$ cat config.mk
export PLATFORM = sky130hd
export DESIGN_NAME = ascii_command_message_parser
export DESIGN_NICKNAME = d
export VERILOG_FILES = /design/src/design/ascii_cmd_pkg.sv /design/src/design/ascii_command_message_parser.sv
export SDC_FILE = /design/constraint.sdc
export NUM_CORES = 1
export LEC_CHECK = 0
export BUFFER_PORTS_ARGS = -buffer_cell sky130_fd_sc_hd__buf_2
export CAP_MARGIN = 20
export CORE_MARGIN = 4
export CORE_UTILIZATION = 35
export CTS_CLUSTER_DIAMETER = 150
export DETAILED_ROUTE_END_ITERATION = 7
export GPL_TIMING_DRIVEN = 0
export PLACE_DENSITY = 0.49
export REMOVE_ABC_BUFFERS = 1
export SETUP_SLACK_MARGIN = 0.1
export SKIP_LAST_GASP = 1
export SLEW_MARGIN = 20
export SYNTH_ARGS = -nofsm -noshare
export SYNTH_HDL_FRONTEND = slang
export SYNTH_SLANG_ARGS = --single-unit
$ cat constraint.sdc
create_clock -name ref_clk -period 7.95 [get_ports ref_clk]
set_clock_uncertainty 0.05 [all_clocks]
set_input_delay 0.3975 -clock ref_clk [delete_from_list [all_inputs] [get_ports ref_clk]]
set_output_delay 0.3975 -clock ref_clk [all_outputs]
set_load 0.005 [all_outputs]
$ cat src/design/ascii_cmd_pkg.sv
// Constants, types and keyword table for the ASCII command message parser
package ascii_cmd_pkg;

  // ****************************************************************
  // Widths and sizes
  // ****************************************************************
  localparam int          DATA_W     = 8;
  localparam int          FIFO_DEPTH = 32;
  localparam int          KW_MAX     = 12;
  localparam int          KW_BUF_W   = 8 * KW_MAX;
  localparam int          KW_NUM     = 21;
  localparam int          MODULE_MAX = 27;
  localparam logic [3:0]  LEN_SAT    = 4'hD;

  typedef logic [4:0] kw_id_t;
  typedef logic [4:0] node_t;

  // ****************************************************************
  // Character codes
  // ****************************************************************
  localparam logic [7:0]  CH_LF    = 8'h0A;
  localparam logic [7:0]  CH_CR    = 8'h0D;
  localparam logic [7:0]  CH_SPACE = 8'h20;
  localparam logic [7:0]  CH_0     = 8'h30;
  localparam logic [7:0]  CH_9     = 8'h39;
  localparam logic [7:0]  CH_COLON = 8'h3A;
  localparam logic [7:0]  CH_SEMI  = 8'h3B;
  localparam logic [7:0]  CH_QUERY = 8'h3F;
  localparam logic [7:0]  CH_A     = 8'h41;
  localparam logic [7:0]  CH_Z     = 8'h5A;
  localparam logic [7:0]  CH_LA    = 8'h61;
  localparam logic [7:0]  CH_LZ    = 8'h7A;
  localparam logic [7:0]  CASE_OFS = 8'h20;
  localparam logic [39:0] VOWELS   = 40'h41_45_49_4F_55;

  // ****************************************************************
  // Node numbers and reset values
  // ****************************************************************
  localparam logic [6:0]  NODE_MIN   = 7'h01;
  localparam logic [6:0]  NODE_MAX   = 7'h1F;
  localparam node_t       NODE_RESET = 5'h01;
  localparam logic [6:0]  NUM_SAT    = 7'h7F;
  localparam logic [10:0] NUM_TEN    = 11'h00A;

  typedef enum logic [2:0] {
    ST_START = 3'b000,
    ST_WORD  = 3'b001,
    ST_NODE  = 3'b010,
    ST_TAIL  = 3'b011,
    ST_PARAM = 3'b100,
    ST_SKIP  = 3'b101
  } parse_state_e;

  // ****************************************************************
  // Command tree: long form names, right aligned, and two parents
  // ****************************************************************
  localparam kw_id_t KW_ROOT = 5'h00;
  localparam kw_id_t KW_SOUR = 5'h04;
  localparam kw_id_t KW_SEL  = 5'h0B;

  localparam logic [KW_BUF_W-1:0] KW_NAME [1:KW_NUM] = '{
    "INITIATE", "MEASURE", "OUTPUT", "SOURCE", "STATUS", "SYSTEM",
    "VOLTAGE", "CURRENT", "FUNCTION", "INSTRUMENT", "SELECT", "OPERATION",
    "PRESET", "QUESTIONABLE", "CONDITION", "ENABLE", "MODE", "LEVEL",
    "TRIGGER", "ERROR", "IMMEDIATE"};
  localparam kw_id_t KW_PA [1:KW_NUM] = '{
    5'h00, 5'h00, 5'h00, 5'h00, 5'h00, 5'h00, 5'h04, 5'h04, 5'h04, 5'h00, 5'h0A,
    5'h05, 5'h05, 5'h05, 5'h0C, 5'h0C, 5'h09, 5'h07, 5'h12, 5'h06, 5'h12};
  localparam kw_id_t KW_PB [1:KW_NUM] = '{
    5'h00, 5'h00, 5'h00, 5'h00, 5'h00, 5'h00, 5'h02, 5'h02, 5'h04, 5'h00, 5'h0A,
    5'h05, 5'h05, 5'h05, 5'h0E, 5'h0E, 5'h09, 5'h08, 5'h07, 5'h06, 5'h01};

  function automatic int kw_len(input logic [KW_BUF_W-1:0] name);
    int n;
    n = 0;
    for (int i = 0; i < KW_MAX; i++) begin
      if (name[8*i +: 8] != 8'h00) n = i + 1;
    end
    return n;
  endfunction : kw_len

  // Short form length from the long form
  function automatic int kw_short(input logic [KW_BUF_W-1:0] name);
    int         n;
    logic [7:0] c4;
    logic       vow;
    n   = kw_len(name);
    c4  = 8'h00;
    vow = 1'b0;
    if (n > 4) c4 = name[8*(n-4) +: 8];
    for (int i = 0; i < 5; i++) begin
      if (c4 == VOWELS[8*i +: 8]) vow = 1'b1;
    end
    if (n <= 4) return n;
    return vow ? 3 : 4;
  endfunction : kw_short

endpackage : ascii_cmd_pkg

$ cat src/design/ascii_command_message_parser.sv
// Input FIFO and ASCII program message parser
`timescale 1ns/100ps

// ****************************************************************
// Byte FIFO
// ****************************************************************
module byte_fifo #(
  parameter int WIDTH = 8,
  parameter int DEPTH = 32
) (
  input  wire logic             ref_clk,
  input  wire logic             rst_b,
  input  wire logic             wr_valid,
  output      logic             wr_ready,
  input  wire logic [WIDTH-1:0] wr_data,
  output      logic             rd_valid,
  input  wire logic             rd_ready,
  output      logic [WIDTH-1:0] rd_data
);
  // Depth must be a power of two: pointers wrap naturally
  localparam int AW = $clog2(DEPTH);

  logic [WIDTH-1:0] mem [DEPTH];
  logic [AW:0]      wr_ptr_reg;
  logic [AW:0]      rd_ptr_reg;
  logic [AW:0]      fill;

  assign fill     = wr_ptr_reg - rd_ptr_reg;
  assign wr_ready = fill != (AW+1)'(DEPTH);
  assign rd_valid = fill != '0;
  assign rd_data  = mem[rd_ptr_reg[AW-1:0]];

  always_ff @(posedge ref_clk) begin
    if (wr_valid && wr_ready) mem[wr_ptr_reg[AW-1:0]] <= wr_data;
  end

  always_ff @(posedge ref_clk or negedge rst_b) begin
    if (!rst_b) begin
      wr_ptr_reg <= '0;
      rd_ptr_reg <= '0;
    end else begin
      if (wr_valid && wr_ready) wr_ptr_reg <= wr_ptr_reg + 1'b1;
      if (rd_valid && rd_ready) rd_ptr_reg <= rd_ptr_reg + 1'b1;
    end
  end
endmodule : byte_fifo

// ****************************************************************
// Parser
// ****************************************************************
// Summary of operation
// - Parameter follows last keyword after one space
// - Short form: whole, first four, or three
// - Any other abbreviation is an error
// - Keyword letters matched regardless of case
// - Colon between keywords descends one level
// - Question mark after last keyword makes query
// - Semicolon splits message units
// - Leading colon returns tree position to root
// - LF, CR or CR LF end message
// - Terminator or root colon returns to root
// - Source keyword optional at root
// - After semicolon resolve at previous unit's level
// - Node numbers 1 to 31, 27 modules
// - Digits appended to keyword select node
// - Node 1 after reset; given node sticks
// - Instrument select argument changes default node
module ascii_command_message_parser (
  input  wire logic                       ref_clk,
  input  wire logic                       rst_b,
  input  wire logic                       rx_valid,
  output      logic                       rx_ready,
  input  wire logic [7:0]                 rx_data,
  output      logic                       cmd_valid,
  input  wire logic                       cmd_ready,
  output      logic                       cmd_param,
  output      logic [7:0]                 cmd_byte,
  output      ascii_cmd_pkg::kw_id_t      cmd_kw,
  output      logic                       cmd_query,
  output      ascii_cmd_pkg::node_t       cmd_node,
  output      logic                       cmd_eom,
  output      logic                       parse_err
);
  import ascii_cmd_pkg::*;

  parse_state_e          state_reg;
  parse_state_e          state_next;
  kw_id_t                cur_reg;
  kw_id_t                base_reg;
  kw_id_t                last_reg;
  kw_id_t                kw_found;
  node_t                 node_reg;
  node_t                 node_now;
  logic [KW_BUF_W-1:0]   buf_reg;
  logic [3:0]            len_reg;
  logic [6:0]            num_reg;
  logic [6:0]            num_sat;
  logic [10:0]           num_mul;
  logic [7:0]            f_data;
  logic [7:0]            ch;
  logic [7:0]            dsub;
  logic [KW_NUM:1]       hit;
  logic                  f_valid;
  logic                  out_free;
  logic                  take;
  logic                  step;
  logic                  is_alpha;
  logic                  is_digit;
  logic                  is_term;
  logic                  kw_ok;
  logic                  kw_end;
  logic                  node_end;
  logic                  unit_end;
  logic                  pbyte;
  logic                  perr;
  logic                  go_root;
  logic                  sel_fire;
  logic                  query_reg;
  logic                  pdig_reg;
  logic                  cr_reg;
  logic                  semi_reg;
  logic                  cmd_valid_reg;
  logic                  cmd_param_reg;
  logic [7:0]            cmd_byte_reg;
  kw_id_t                cmd_kw_reg;
  logic                  cmd_query_reg;
  node_t                 cmd_node_reg;
  logic                  cmd_eom_reg;
  logic                  parse_err_reg;

  // ****************************************************************
  // Input buffering and byte classes
  // ****************************************************************
  // A held result stalls the parser, which in turn fills the FIFO
  assign out_free = !cmd_valid_reg || cmd_ready;

  byte_fifo #(.WIDTH(DATA_W), .DEPTH(FIFO_DEPTH)) u_fifo (
    .ref_clk  (ref_clk),
    .rst_b    (rst_b),
    .wr_valid (rx_valid),
    .wr_ready (rx_ready),
    .wr_data  (rx_data),
    .rd_valid (f_valid),
    .rd_ready (out_free),
    .rd_data  (f_data)
  );

  assign take     = f_valid && out_free;
  assign step     = take && !(cr_reg && f_data == CH_LF);
  assign ch       = (f_data >= CH_LA && f_data <= CH_LZ) ? f_data - CASE_OFS : f_data;
  assign is_alpha = ch >= CH_A && ch <= CH_Z;
  assign is_digit = ch >= CH_0 && ch <= CH_9;
  assign is_term  = ch == CH_LF || ch == CH_CR;
  assign dsub     = ch - CH_0;
  assign num_mul  = {4'h0, num_reg} * NUM_TEN + {7'h00, dsub[3:0]};
  assign num_sat  = (num_mul > {4'h0, NUM_SAT}) ? NUM_SAT : num_mul[6:0];

  // ****************************************************************
  // Keyword table lookup
  // ****************************************************************
  for (genvar k = 1; k <= KW_NUM; k++) begin : g_kw
    localparam int LL = kw_len(KW_NAME[k]);
    localparam int SL = kw_short(KW_NAME[k]);
    logic par_ok;
    logic form_ok;
    assign par_ok  = cur_reg == KW_PA[k] || cur_reg == KW_PB[k] ||
                     (cur_reg == KW_ROOT && (KW_PA[k] == KW_SOUR || KW_PB[k] == KW_SOUR));
    assign form_ok = (len_reg == 4'(LL) && buf_reg == KW_NAME[k]) ||
                     (len_reg == 4'(SL) && buf_reg == (KW_NAME[k] >> (8 * (LL - SL))));
    assign hit[k]  = par_ok && form_ok;
  end

  always_comb begin
    kw_found = KW_ROOT;
    for (int k = 1; k <= KW_NUM; k++) begin
      if (hit[k]) kw_found = kw_id_t'(k);
    end
  end
  assign kw_ok = |hit;

  // ****************************************************************
  // Byte interpretation
  // ****************************************************************
  always_comb begin
    state_next = state_reg;
    kw_end     = 1'b0;
    node_end   = 1'b0;
    unit_end   = 1'b0;
    pbyte      = 1'b0;
    perr       = 1'b0;
    go_root    = 1'b0;
    if (step) begin
      case (state_reg)
        ST_START: begin
          if (is_term) begin
            perr = semi_reg;
          end else if (ch == CH_COLON) begin
            go_root    = 1'b1;
            state_next = ST_WORD;
          end else if (is_alpha) begin
            state_next = ST_WORD;
          end else begin
            perr = 1'b1;
          end
        end
        ST_WORD, ST_NODE, ST_TAIL: begin
          if (state_reg == ST_WORD && is_alpha) begin
            state_next = ST_WORD;
          end else if (state_reg == ST_WORD && is_digit) begin
            kw_end     = 1'b1;
            state_next = ST_NODE;
          end else if (state_reg == ST_NODE && is_digit) begin
            state_next = ST_NODE;
          end else begin
            kw_end   = state_reg == ST_WORD;
            node_end = state_reg == ST_NODE;
            if (ch == CH_COLON && state_reg != ST_TAIL) begin
              state_next = ST_WORD;
            end else if (ch == CH_QUERY && state_reg != ST_TAIL) begin
              state_next = ST_TAIL;
            end else if (ch == CH_SPACE) begin
              state_next = ST_PARAM;
            end else if (ch == CH_SEMI || is_term) begin
              unit_end   = 1'b1;
              state_next = ST_START;
            end else begin
              perr = 1'b1;
            end
          end
        end
        ST_PARAM: begin
          if (ch == CH_SEMI || is_term) begin
            unit_end   = 1'b1;
            state_next = ST_START;
          end else begin
            pbyte = 1'b1;
          end
        end
        ST_SKIP: begin
          if (is_term) state_next = ST_START;
        end
        default: state_next = ST_START;
      endcase
      if (kw_end && (len_reg == 4'h0 || !kw_ok)) perr = 1'b1;
      if (node_end && (num_reg < NODE_MIN || num_reg > NODE_MAX)) perr = 1'b1;
      if (unit_end && state_reg == ST_PARAM && last_reg == KW_SEL &&
          !(pdig_reg && num_reg >= NODE_MIN && num_reg <= NODE_MAX)) perr = 1'b1;
      if (state_reg == ST_SKIP) perr = 1'b0;
      if (is_term) go_root = 1'b1;
      if (perr) state_next = is_term ? ST_START : ST_SKIP;
    end
  end

  assign sel_fire = unit_end && state_reg == ST_PARAM && last_reg == KW_SEL;
  assign node_now = node_end ? num_reg[4:0] : node_reg;

  always_ff @(posedge ref_clk or negedge rst_b) begin
    if (!rst_b) begin
      state_reg <= ST_START;
    end else begin
      state_reg <= state_next;
    end
  end

  // ****************************************************************
  // Keyword buffer
  // ****************************************************************
  // Overlong words saturate the length so that no entry can match
  always_ff @(posedge ref_clk or negedge rst_b) begin
    if (!rst_b) begin
      buf_reg <= '0;
      len_reg <= 4'h0;
    end else if (step && state_next == ST_WORD) begin
      if (!is_alpha) begin
        buf_reg <= '0;
        len_reg <= 4'h0;
      end else if (state_reg != ST_WORD) begin
        buf_reg <= {{(KW_BUF_W-8){1'b0}}, ch};
        len_reg <= 4'h1;
      end else begin
        buf_reg <= {buf_reg[KW_BUF_W-9:0], ch};
        len_reg <= (len_reg == LEN_SAT) ? len_reg : len_reg + 4'h1;
      end
    end
  end

  // ****************************************************************
  // Tree position
  // ****************************************************************
  always_ff @(posedge ref_clk or negedge rst_b) begin
    if (!rst_b) begin
      cur_reg  <= KW_ROOT;
      base_reg <= KW_ROOT;
      last_reg <= KW_ROOT;
    end else if (step) begin
      if (kw_end && !perr) last_reg <= kw_found;
      if (go_root) begin
        cur_reg  <= KW_ROOT;
        base_reg <= KW_ROOT;
      end else if (!perr && kw_end) begin
        base_reg <= cur_reg;
        cur_reg  <= unit_end ? cur_reg : kw_found;
      end else if (!perr && unit_end) begin
        cur_reg <= base_reg;
      end
    end
  end

  // ****************************************************************
  // Node number and message flags
  // ****************************************************************
  always_ff @(posedge ref_clk or negedge rst_b) begin
    if (!rst_b) begin
      num_reg  <= 7'h00;
      pdig_reg <= 1'b0;
    end else if (step) begin
      if (state_next == ST_NODE && state_reg != ST_NODE) begin
        num_reg <= {3'h0, dsub[3:0]};
      end else if (state_reg == ST_NODE && is_digit) begin
        num_reg <= num_sat;
      end else if (state_next == ST_PARAM && state_reg != ST_PARAM) begin
        num_reg  <= 7'h00;
        pdig_reg <= 1'b0;
      end else if (pbyte && is_digit) begin
        num_reg  <= num_sat;
        pdig_reg <= 1'b1;
      end else if (pbyte && ch != CH_SPACE) begin
        pdig_reg <= 1'b0;
      end
    end
  end

  always_ff @(posedge ref_clk or negedge rst_b) begin
    if (!rst_b) begin
      node_reg <= NODE_RESET;
    end else if (step && !perr) begin
      if (node_end) begin
        node_reg <= num_reg[4:0];
      end else if (sel_fire) begin
        node_reg <= num_reg[4:0];
      end
    end
  end

  always_ff @(posedge ref_clk or negedge rst_b) begin
    if (!rst_b) begin
      query_reg <= 1'b0;
      cr_reg    <= 1'b0;
      semi_reg  <= 1'b0;
    end else begin
      if (take) cr_reg <= f_data == CH_CR;
      if (step) begin
        semi_reg <= unit_end && ch == CH_SEMI;
        if (state_reg == ST_START) query_reg <= 1'b0;
        else if (state_next == ST_TAIL && state_reg != ST_TAIL) query_reg <= 1'b1;
      end
    end
  end

  // ****************************************************************
  // Result channel
  // ****************************************************************
  // Units go out as they close; the consumer acts only after cmd_eom
  always_ff @(posedge ref_clk or negedge rst_b) begin
    if (!rst_b) begin
      cmd_valid_reg <= 1'b0;
      cmd_param_reg <= 1'b0;
      cmd_byte_reg  <= 8'h00;
      cmd_kw_reg    <= KW_ROOT;
      cmd_query_reg <= 1'b0;
      cmd_node_reg  <= NODE_RESET;
      cmd_eom_reg   <= 1'b0;
      parse_err_reg <= 1'b0;
    end else begin
      parse_err_reg <= step && perr;
      if (cmd_ready) cmd_valid_reg <= 1'b0;
      if (step && !perr && (unit_end || pbyte)) begin
        cmd_valid_reg <= 1'b1;
        cmd_param_reg <= pbyte;
        cmd_byte_reg  <= f_data;
        cmd_kw_reg    <= kw_end ? kw_found : last_reg;
        cmd_query_reg <= query_reg;
        cmd_node_reg  <= sel_fire ? num_reg[4:0] : node_now;
        cmd_eom_reg   <= unit_end && is_term;
      end
    end
  end

  assign cmd_valid = cmd_valid_reg;
  assign cmd_param = cmd_param_reg;
  assign cmd_byte  = cmd_byte_reg;
  assign cmd_kw    = cmd_kw_reg;
  assign cmd_query = cmd_query_reg;
  assign cmd_node  = cmd_node_reg;
  assign cmd_eom   = cmd_eom_reg;
  assign parse_err = parse_err_reg;
endmodule : ascii_command_message_parser

== Yosys cells after proc, flatten, opt, wreduce, memory -nomap -nowiden ==
Memory sizes are Yosys's and may differ from the RTL's.
Cells that the tools add are included.
Storage, ports and cells
  flip-flop bits (word level): 169
  RAM bits: 256
  input bits: 12
  memories kept: 1
Memory list
  u_fifo.mem: depth 32, width 8, read ports 1, clocked after memory_dff 0, wr ports 1, line ascii_command_message_parser.sv:23  | logic [WIDTH-1:0] mem [DEPTH];
Operators by class
  add/sub/neg operators: 7
  multiply operators: 1
  $lt $le $gt $ge: 11
  equal/unequal tests: 89
  mux-type cells: 112
  bitwise logic cells: 2
  reductions and logical operators: 155
Operator list (number)
  96-bit by 31-bit equality test with 1-bit output, second input constant: 17
  96-bit by 47-bit equality test with 1-bit output, second input constant: 7
  96-bit by 23-bit equality test with 1-bit output, second input constant: 4
  96-bit by 55-bit equality test with 1-bit output, second input constant: 4
  96-bit by 71-bit equality test with 1-bit output, second input constant: 3
  96-bit by 39-bit equality test with 1-bit output, second input constant: 2
  96-bit by 63-bit equality test with 1-bit output, second input constant: 2
  96-bit two-way mux: 2
  96-bit by 79-bit equality test with 1-bit output, second input constant: 1
  96-bit by 95-bit equality test with 1-bit output, second input constant: 1
  1-bit logical AND: 96
  5-bit two-way mux: 17
  3-bit two-way mux: 18
  1-bit two-way mux: 53
  4-bit two-way mux: 11
  7-bit two-way mux: 5
  1-bit logical OR: 33
  8-bit by 4-bit equality test with 1-bit output, second input constant: 4
  8-bit by 6-bit equality test with 1-bit output, second input constant: 4
  5-bit by 4-bit equality test with 1-bit output, second input constant: 6
  21-bit OR reduction: 1
  4-bit equality test, second input constant: 5
  5-bit by 3-bit equality test with 1-bit output, second input constant: 4
  4-bit by 3-bit equality test with 1-bit output, second input constant: 4
  other kinds (45): 73

== Depth between registers and ports, before layout ==
An unclocked memory read counts as a cell.
  word-level depth: 29
  mapped depth: 26

== Hierarchy ==
From an unflattened synthesis, not the netlist that was laid out.
Unflattened totals
  cell total of the unflattened synthesis: 1948
  area, all modules: 22111.2 µm²
By module, submodules not included
  ascii_command_message_parser: times used 1, cells each 1444, area an instance 11375.9 µm², sequential area each 3931.3 µm²
  byte_fifo: times used 1, cells each 504, area an instance 10735.3 µm², sequential area each 7987.7 µm²

== Least setup slack after synthesis ==
OpenSTA, ideal clock, no wires.
  path type: reg-to-reg
  from: register u_fifo.rd_ptr_reg[0]
  to: register len_reg[0]
  library setup time: 128 ps
  arrival: 4530 ps
  data required time: 7772 ps
  setup slack: 3243 ps
  stages on the path, launching flop included: 22
  path buffers: 6
  period minus slack after synthesis: 4707 ps
  cells stage by stage: dfrtp_1 > buf_6 > buf_8 > buf_6 > mux4_2 > a22oi_1 > nand4_1 > buf_2 > inv_1 > ha_1 > or2_2 > a21oi_1 > o211ai_1 > buf_2 > nand2_1 > a21oi_1 > a311oi_2 > a31oi_1 > mux2_4 > buf_6 > nor3_2 > mux2_1
Between the ends
  cells in the longest elaborated chain, start to end: 27
  elaborated cells on any way between the ends: 92
  classes of those cells: add/sub (2); order compare (6); eq/ne (9); mux (52); reduce/logical (22); memory (1)
RTL lines
  from (decl): line ascii_command_message_parser.sv:25  | logic [AW:0] rd_ptr_reg;
  from (signal assigned): line ascii_command_message_parser.sv:43  | if (rd_valid && rd_ready) rd_ptr_reg <= rd_ptr_reg + 1'b1;
  memory 32 x 8 bit
  8-bit by 7-bit greater-or-equal comparator with 1-bit output / 8-bit by 7-bit <= comparator with 1-bit output (equally long branches): line ascii_command_message_parser.sv:150  | assign ch = (f_data >= CH_LA && f_data <= CH_LZ) ? f_data - CASE_OFS : f_data;
  1-bit logical AND: line ascii_command_message_parser.sv:150
  8-bit two-way mux: line ascii_command_message_parser.sv:150
  8-bit by 4-bit equality test with 1-bit output: line ascii_command_message_parser.sv:153  | assign is_term = ch == CH_LF || ch == CH_CR;
  1-bit logical OR: line ascii_command_message_parser.sv:153
  1-bit logical OR: line ascii_command_message_parser.sv:223, ascii_command_message_parser.sv:232
  1-bit two-way mux: line ascii_command_message_parser.sv:223, ascii_command_message_parser.sv:232
  [11 not listed]
  1-bit two-way mux: line ascii_command_message_parser.sv:246  | if (unit_end && state_reg == ST_PARAM && last_reg == KW_SEL &&
  1-bit two-way mux: line ascii_command_message_parser.sv:248  | if (state_reg == ST_SKIP) perr = 1'b0;
  1-bit two-way mux: line ascii_command_message_parser.sv:192  | if (step) begin
  3-bit two-way mux: line ascii_command_message_parser.sv:250  | if (perr) state_next = is_term ? ST_START : ST_SKIP;
  3-bit two-way mux: line ascii_command_message_parser.sv:192
  3-bit by 1-bit equality test with 1-bit output: line ascii_command_message_parser.sv:273  | end else if (step && state_next == ST_WORD) begin
  1-bit logical AND: line ascii_command_message_parser.sv:273
  2-bit AND reduction (no source line)
  to (signal assigned): line ascii_command_message_parser.sv:282  | len_reg <= (len_reg == LEN_SAT) ? len_reg : len_reg + 4'h1;
  to (decl): line ascii_command_message_parser.sv:95  | logic [3:0] len_reg;
Several ways; a longest one is shown, not always the timed one. The select of a mux whose other input is x is not followed.
A chain may end at the register's enable or synchronous reset.

== Final worst setup path ==
Ends and elaborated chain as after synthesis.

==> summary.md <==
| Metric | Value |
|---|---|
| Core Area | ~63,000 sq um |
| Sequential-to-total area share from yosys stat | a little over half |
| CP startpoint | u_fifo.rd_ptr_reg[0]$_DFFE_PN0P_ |
| Die width | about 260 um |
| Mapped Area | 22,600 sq um |
| Clk Latency, worst-skew pair | 0.60 ns |
| Detailed Route WL | 75,100 um |
| Crit path cell chain | buf_16, mux4_2, a22oi_1, nand4_1, inv_1, ha_1, or2_2, a21oi_1, o211ai_1, buf_4, nand2_1, a21oi_1, a311oi_2, a31oi_1, mux2_8, buf_16, nor3_2, mux2_1 |
| Actual slew at the worst max-slew pin | 1.08 ns |
| Vias in the first global route | approximately 17,000 |
| DRT iter0 DRCs | approximately 1,400 |
| Worst reg2reg path depth | 18 |
| Final Critical Period | between 7 and 8 ns |
| Worst setup margin | between 0.9 and 1 ns |
| Layout cells sized above 1 | 12.7% |
| Seq cells post-synth | 425 |
| Final hold slack | roughly 0.2 ns |
| Largest net degree at the start of global routing | about 140 |
| Row Count | between 90 and 100 |
| Total track usage | a little over a fifth |
| Fmax | about 0.14 GHz |
| # hold bufs at CTS | 1 |
| Most common cell after layout, fill and taps aside | edfxtp_1 |
| Max_cap viols | 0 |
| Synth Warn # | 0 |
| Number of CTS-inserted buffers | 48 |
| Worst-path fanout max | 143 |
| Routed via count | roughly 17,000 |
| Initial core utilization | between 30% and 40% |
| IO Port Bufs | 35 |
| Max Buffers Root-to-Sink | 3 |
| Simple-gate portion of the synthesized area | 21.1% |
| Hold path cells | 3 |
| Synth Area in Adders | approximately 1.7% |
| Setup TNS | 0 ns |
| Global placer's final weighted congestion | 0.971 |
| Period Utilization, post-route | between 80% and 90% |
| CTS Sinks | approximately 430 |
| Post-CTS setup buffers | 0 |
| Worst slack, placed | 0.909 ns |
| Worst min path class | input port to register |
| Synth async-reset ratio | between 30% and 40% |
| Hold Path Sink | cmd_valid$_DFFE_PN0P_ |
| Pwr Density | about 360 nW/um^2 |
| DPL Wire Length | 53,800 um |
| Syn_area_per_cell | 11.1 sq um |
| Placement Cell Area | approximately 24,000 sq um |
| FF-to-FF Start | u_fifo.rd_ptr_reg[0]$_DFFE_PN0P_ |
| CP Data Arrival Time | 7.45 ns |
| Main combinational cell family by area after synthesis | simple AND/OR/NAND/NOR gates |
| CP max stage delay | between 0.7 and 0.8 ns |
| Layout Nets | roughly 2,100 |
| GRT overflow | 0 |
| CTS tree | yes |
| Startpoint Class | register |
| Post-Synthesis Cells | 2,033 |
| Max-slew violations | 0 |
| Netlist cell types | 103 |
| Hold Crit Start | cmd_ready |
| Synth Area in Compound Gates | a little under an eighth |
| Cts repair resizes | 0 |
| DRC violations left | 0 |
| Initial antenna violation count | 1 |
| Clock slew at reported path FFs | ~0.060 ns |
| Number of synthesized flops with an enable pin | 256 |
| FF-to-FF setup slack | 0.92 ns |
| XOR/XNOR share of the synthesized area | less than 1% |
| Max-slew headroom | around 28% |
| Slowest cell on crit path | a311oi_2 |
| Final setup fails | 0 |
| RSZ-0062 raised after global routing | false |
| Crit. End Element | register |
| Total iterations of the first detailed-routing run | 7 |
| Die Span Y | roughly 260 um |
| Final ANT Viol Nets | 0 |
| Top FF cell, synth | edfxtp_1 |
| Crit Path Class | register to register |
| Die area | a little under 70,000 sq um |
| Root buffer cell | clkbuf_16 |
| Critical path required time | ~8.4 ns |
| Antenna Cells | 0 |
| Largest register FFs | 256 |
| I/O Pins | 36 |
| Worst vdd ir | between 0.15 and 0.2 mV |
| Number of vias per cell | around 5.9 |
| Design Power | 0.00922 W |
| Status | finished clean |
| Avg WL per Cell | roughly 26 um |
| Final-report hold violation count | 0 |
| Post-synthesis mux area share | about 8.7% |
| Final instance area | roughly 25,000 sq um |
| Worst r2r dst | len_reg[0]$_DFFE_PN0P_ |
| First-pass GRT wire length | ~110,000 um |
| H-Tree Depth | 2 |
| Area growth syn-to-layout | 12.7% |
| Most frequent cells in the layout | edfxtp_1, nand2_1, dfrtp_1 |
| Leak Pwr | ~9 nW |
[area by class of cell]
type / count / area [sq um]
tap: 846 / 1060
fill: 6125 / 38000
multi-input combinational: 1441 / 10000
inverter: 45 / 169
sequential: 425 / 11900
timing repair buffer: 62 / 681
clock inverter: 15 / 178
clock buffer: 75 / 1370
[cell families after synthesis]
| kind of cell | after synthesis |
|---|---|
| multiplexers | 140 |
| adder cells (fa/ha/maj) | 30 |
| AO/OA/AOI/OAI | 383 |
| buffers and inverters | 167 |
| XOR/XNOR | 17 |
| flip-flops | 425 |
| AND/OR/NAND/NOR | 871 |
[stage by stage]
stage | util, % | instances
4_1_cts | 40.1 | 2909
3_5_place_dp | 37.6 | 2818
5_1_grt | 40.1 | 2909
3_3_place_gp | 36.6 | 2792
6_report | 40.1 | 2909
2_1_floorplan | - | 1911
[how the worst max path moves through the flow]
stage | slack (ns) | end
finish | 0.92 | len_reg[0]$_DFFE_PN0P_
global route | 0.38 | len_reg[0]$_DFFE_PN0P_
CTS | 0.89 | len_reg[0]$_DFFE_PN0P_
detailed placement | 0.91 | len_reg[0]$_DFFE_PN0P_
global placement | -7.50 | buf_reg[48]$_DFFE_PN0P_
floorplan | -2.46 | buf_reg[48]$_DFFE_PN0P_
[synthesized netlist by cell type (12+ instances only)]
library cell / count / area, sq um
nor2_1: 126 / 473
nand4_1: 82 / 513
nand2_1: 215 / 807
clkbuf_1: 76 / 285
o21ai_0: 85 / 425
or2_2: 12 / 75.1
ha_1: 28 / 350
mux2_1: 21 / 236
nand3_1: 77 / 385
o31ai_1: 88 / 661
mux2_2: 15 / 169
a22oi_1: 17 / 128
mux4_2: 40 / 901
mux2i_1: 62 / 621
nor4bb_1: 17 / 170
edfxtp_1: 256 / 7690
nor3_1: 67 / 335
or3_1: 16 / 100
inv_1: 41 / 154
a21oi_1: 55 / 275
and2_1: 24 / 150
o21ai_1: 37 / 185
nor4_1: 70 / 438
nor2b_1: 33 / 206
dfrtp_1: 167 / 4180
nand2b_1: 19 / 119
buf_2: 26 / 130
or4_1: 22 / 165
[critical path, delay by kind of cell (launching register included)]
kind | cells | cell delay, ns
AOI/OAI and AO/OA | 6 | 1.93
muxes | 3 | 1.45
and+or+nand+nor | 4 | 1.32
buffers and inverters | 4 | 1.02
DFF | 1 | 0.71
adders and majority gates | 1 | 0.28
[where the power goes]
part / switching (W) / internal (W)
Clock: 0.000928 / 0.00126
Combinational: 0.00264 / 0.00150
Sequential: 0.000300 / 0.00259
[metal layers]
| layer | up-vias | routed length [um] | GRT usage (%) |
|---|---|---|---|
| met5 | - | 13 | 0 |
| met4 | 2 | 2640 | 7.27 |
| met3 | 124 | 3640 | 2.80 |
| met2 | 492 | 34100 | 34.3 |
| li1 | 7837 | - | - |
| met1 | 8667 | 34700 | 31.6 |
Note: power is estimated with default switching activity, not from simulation.
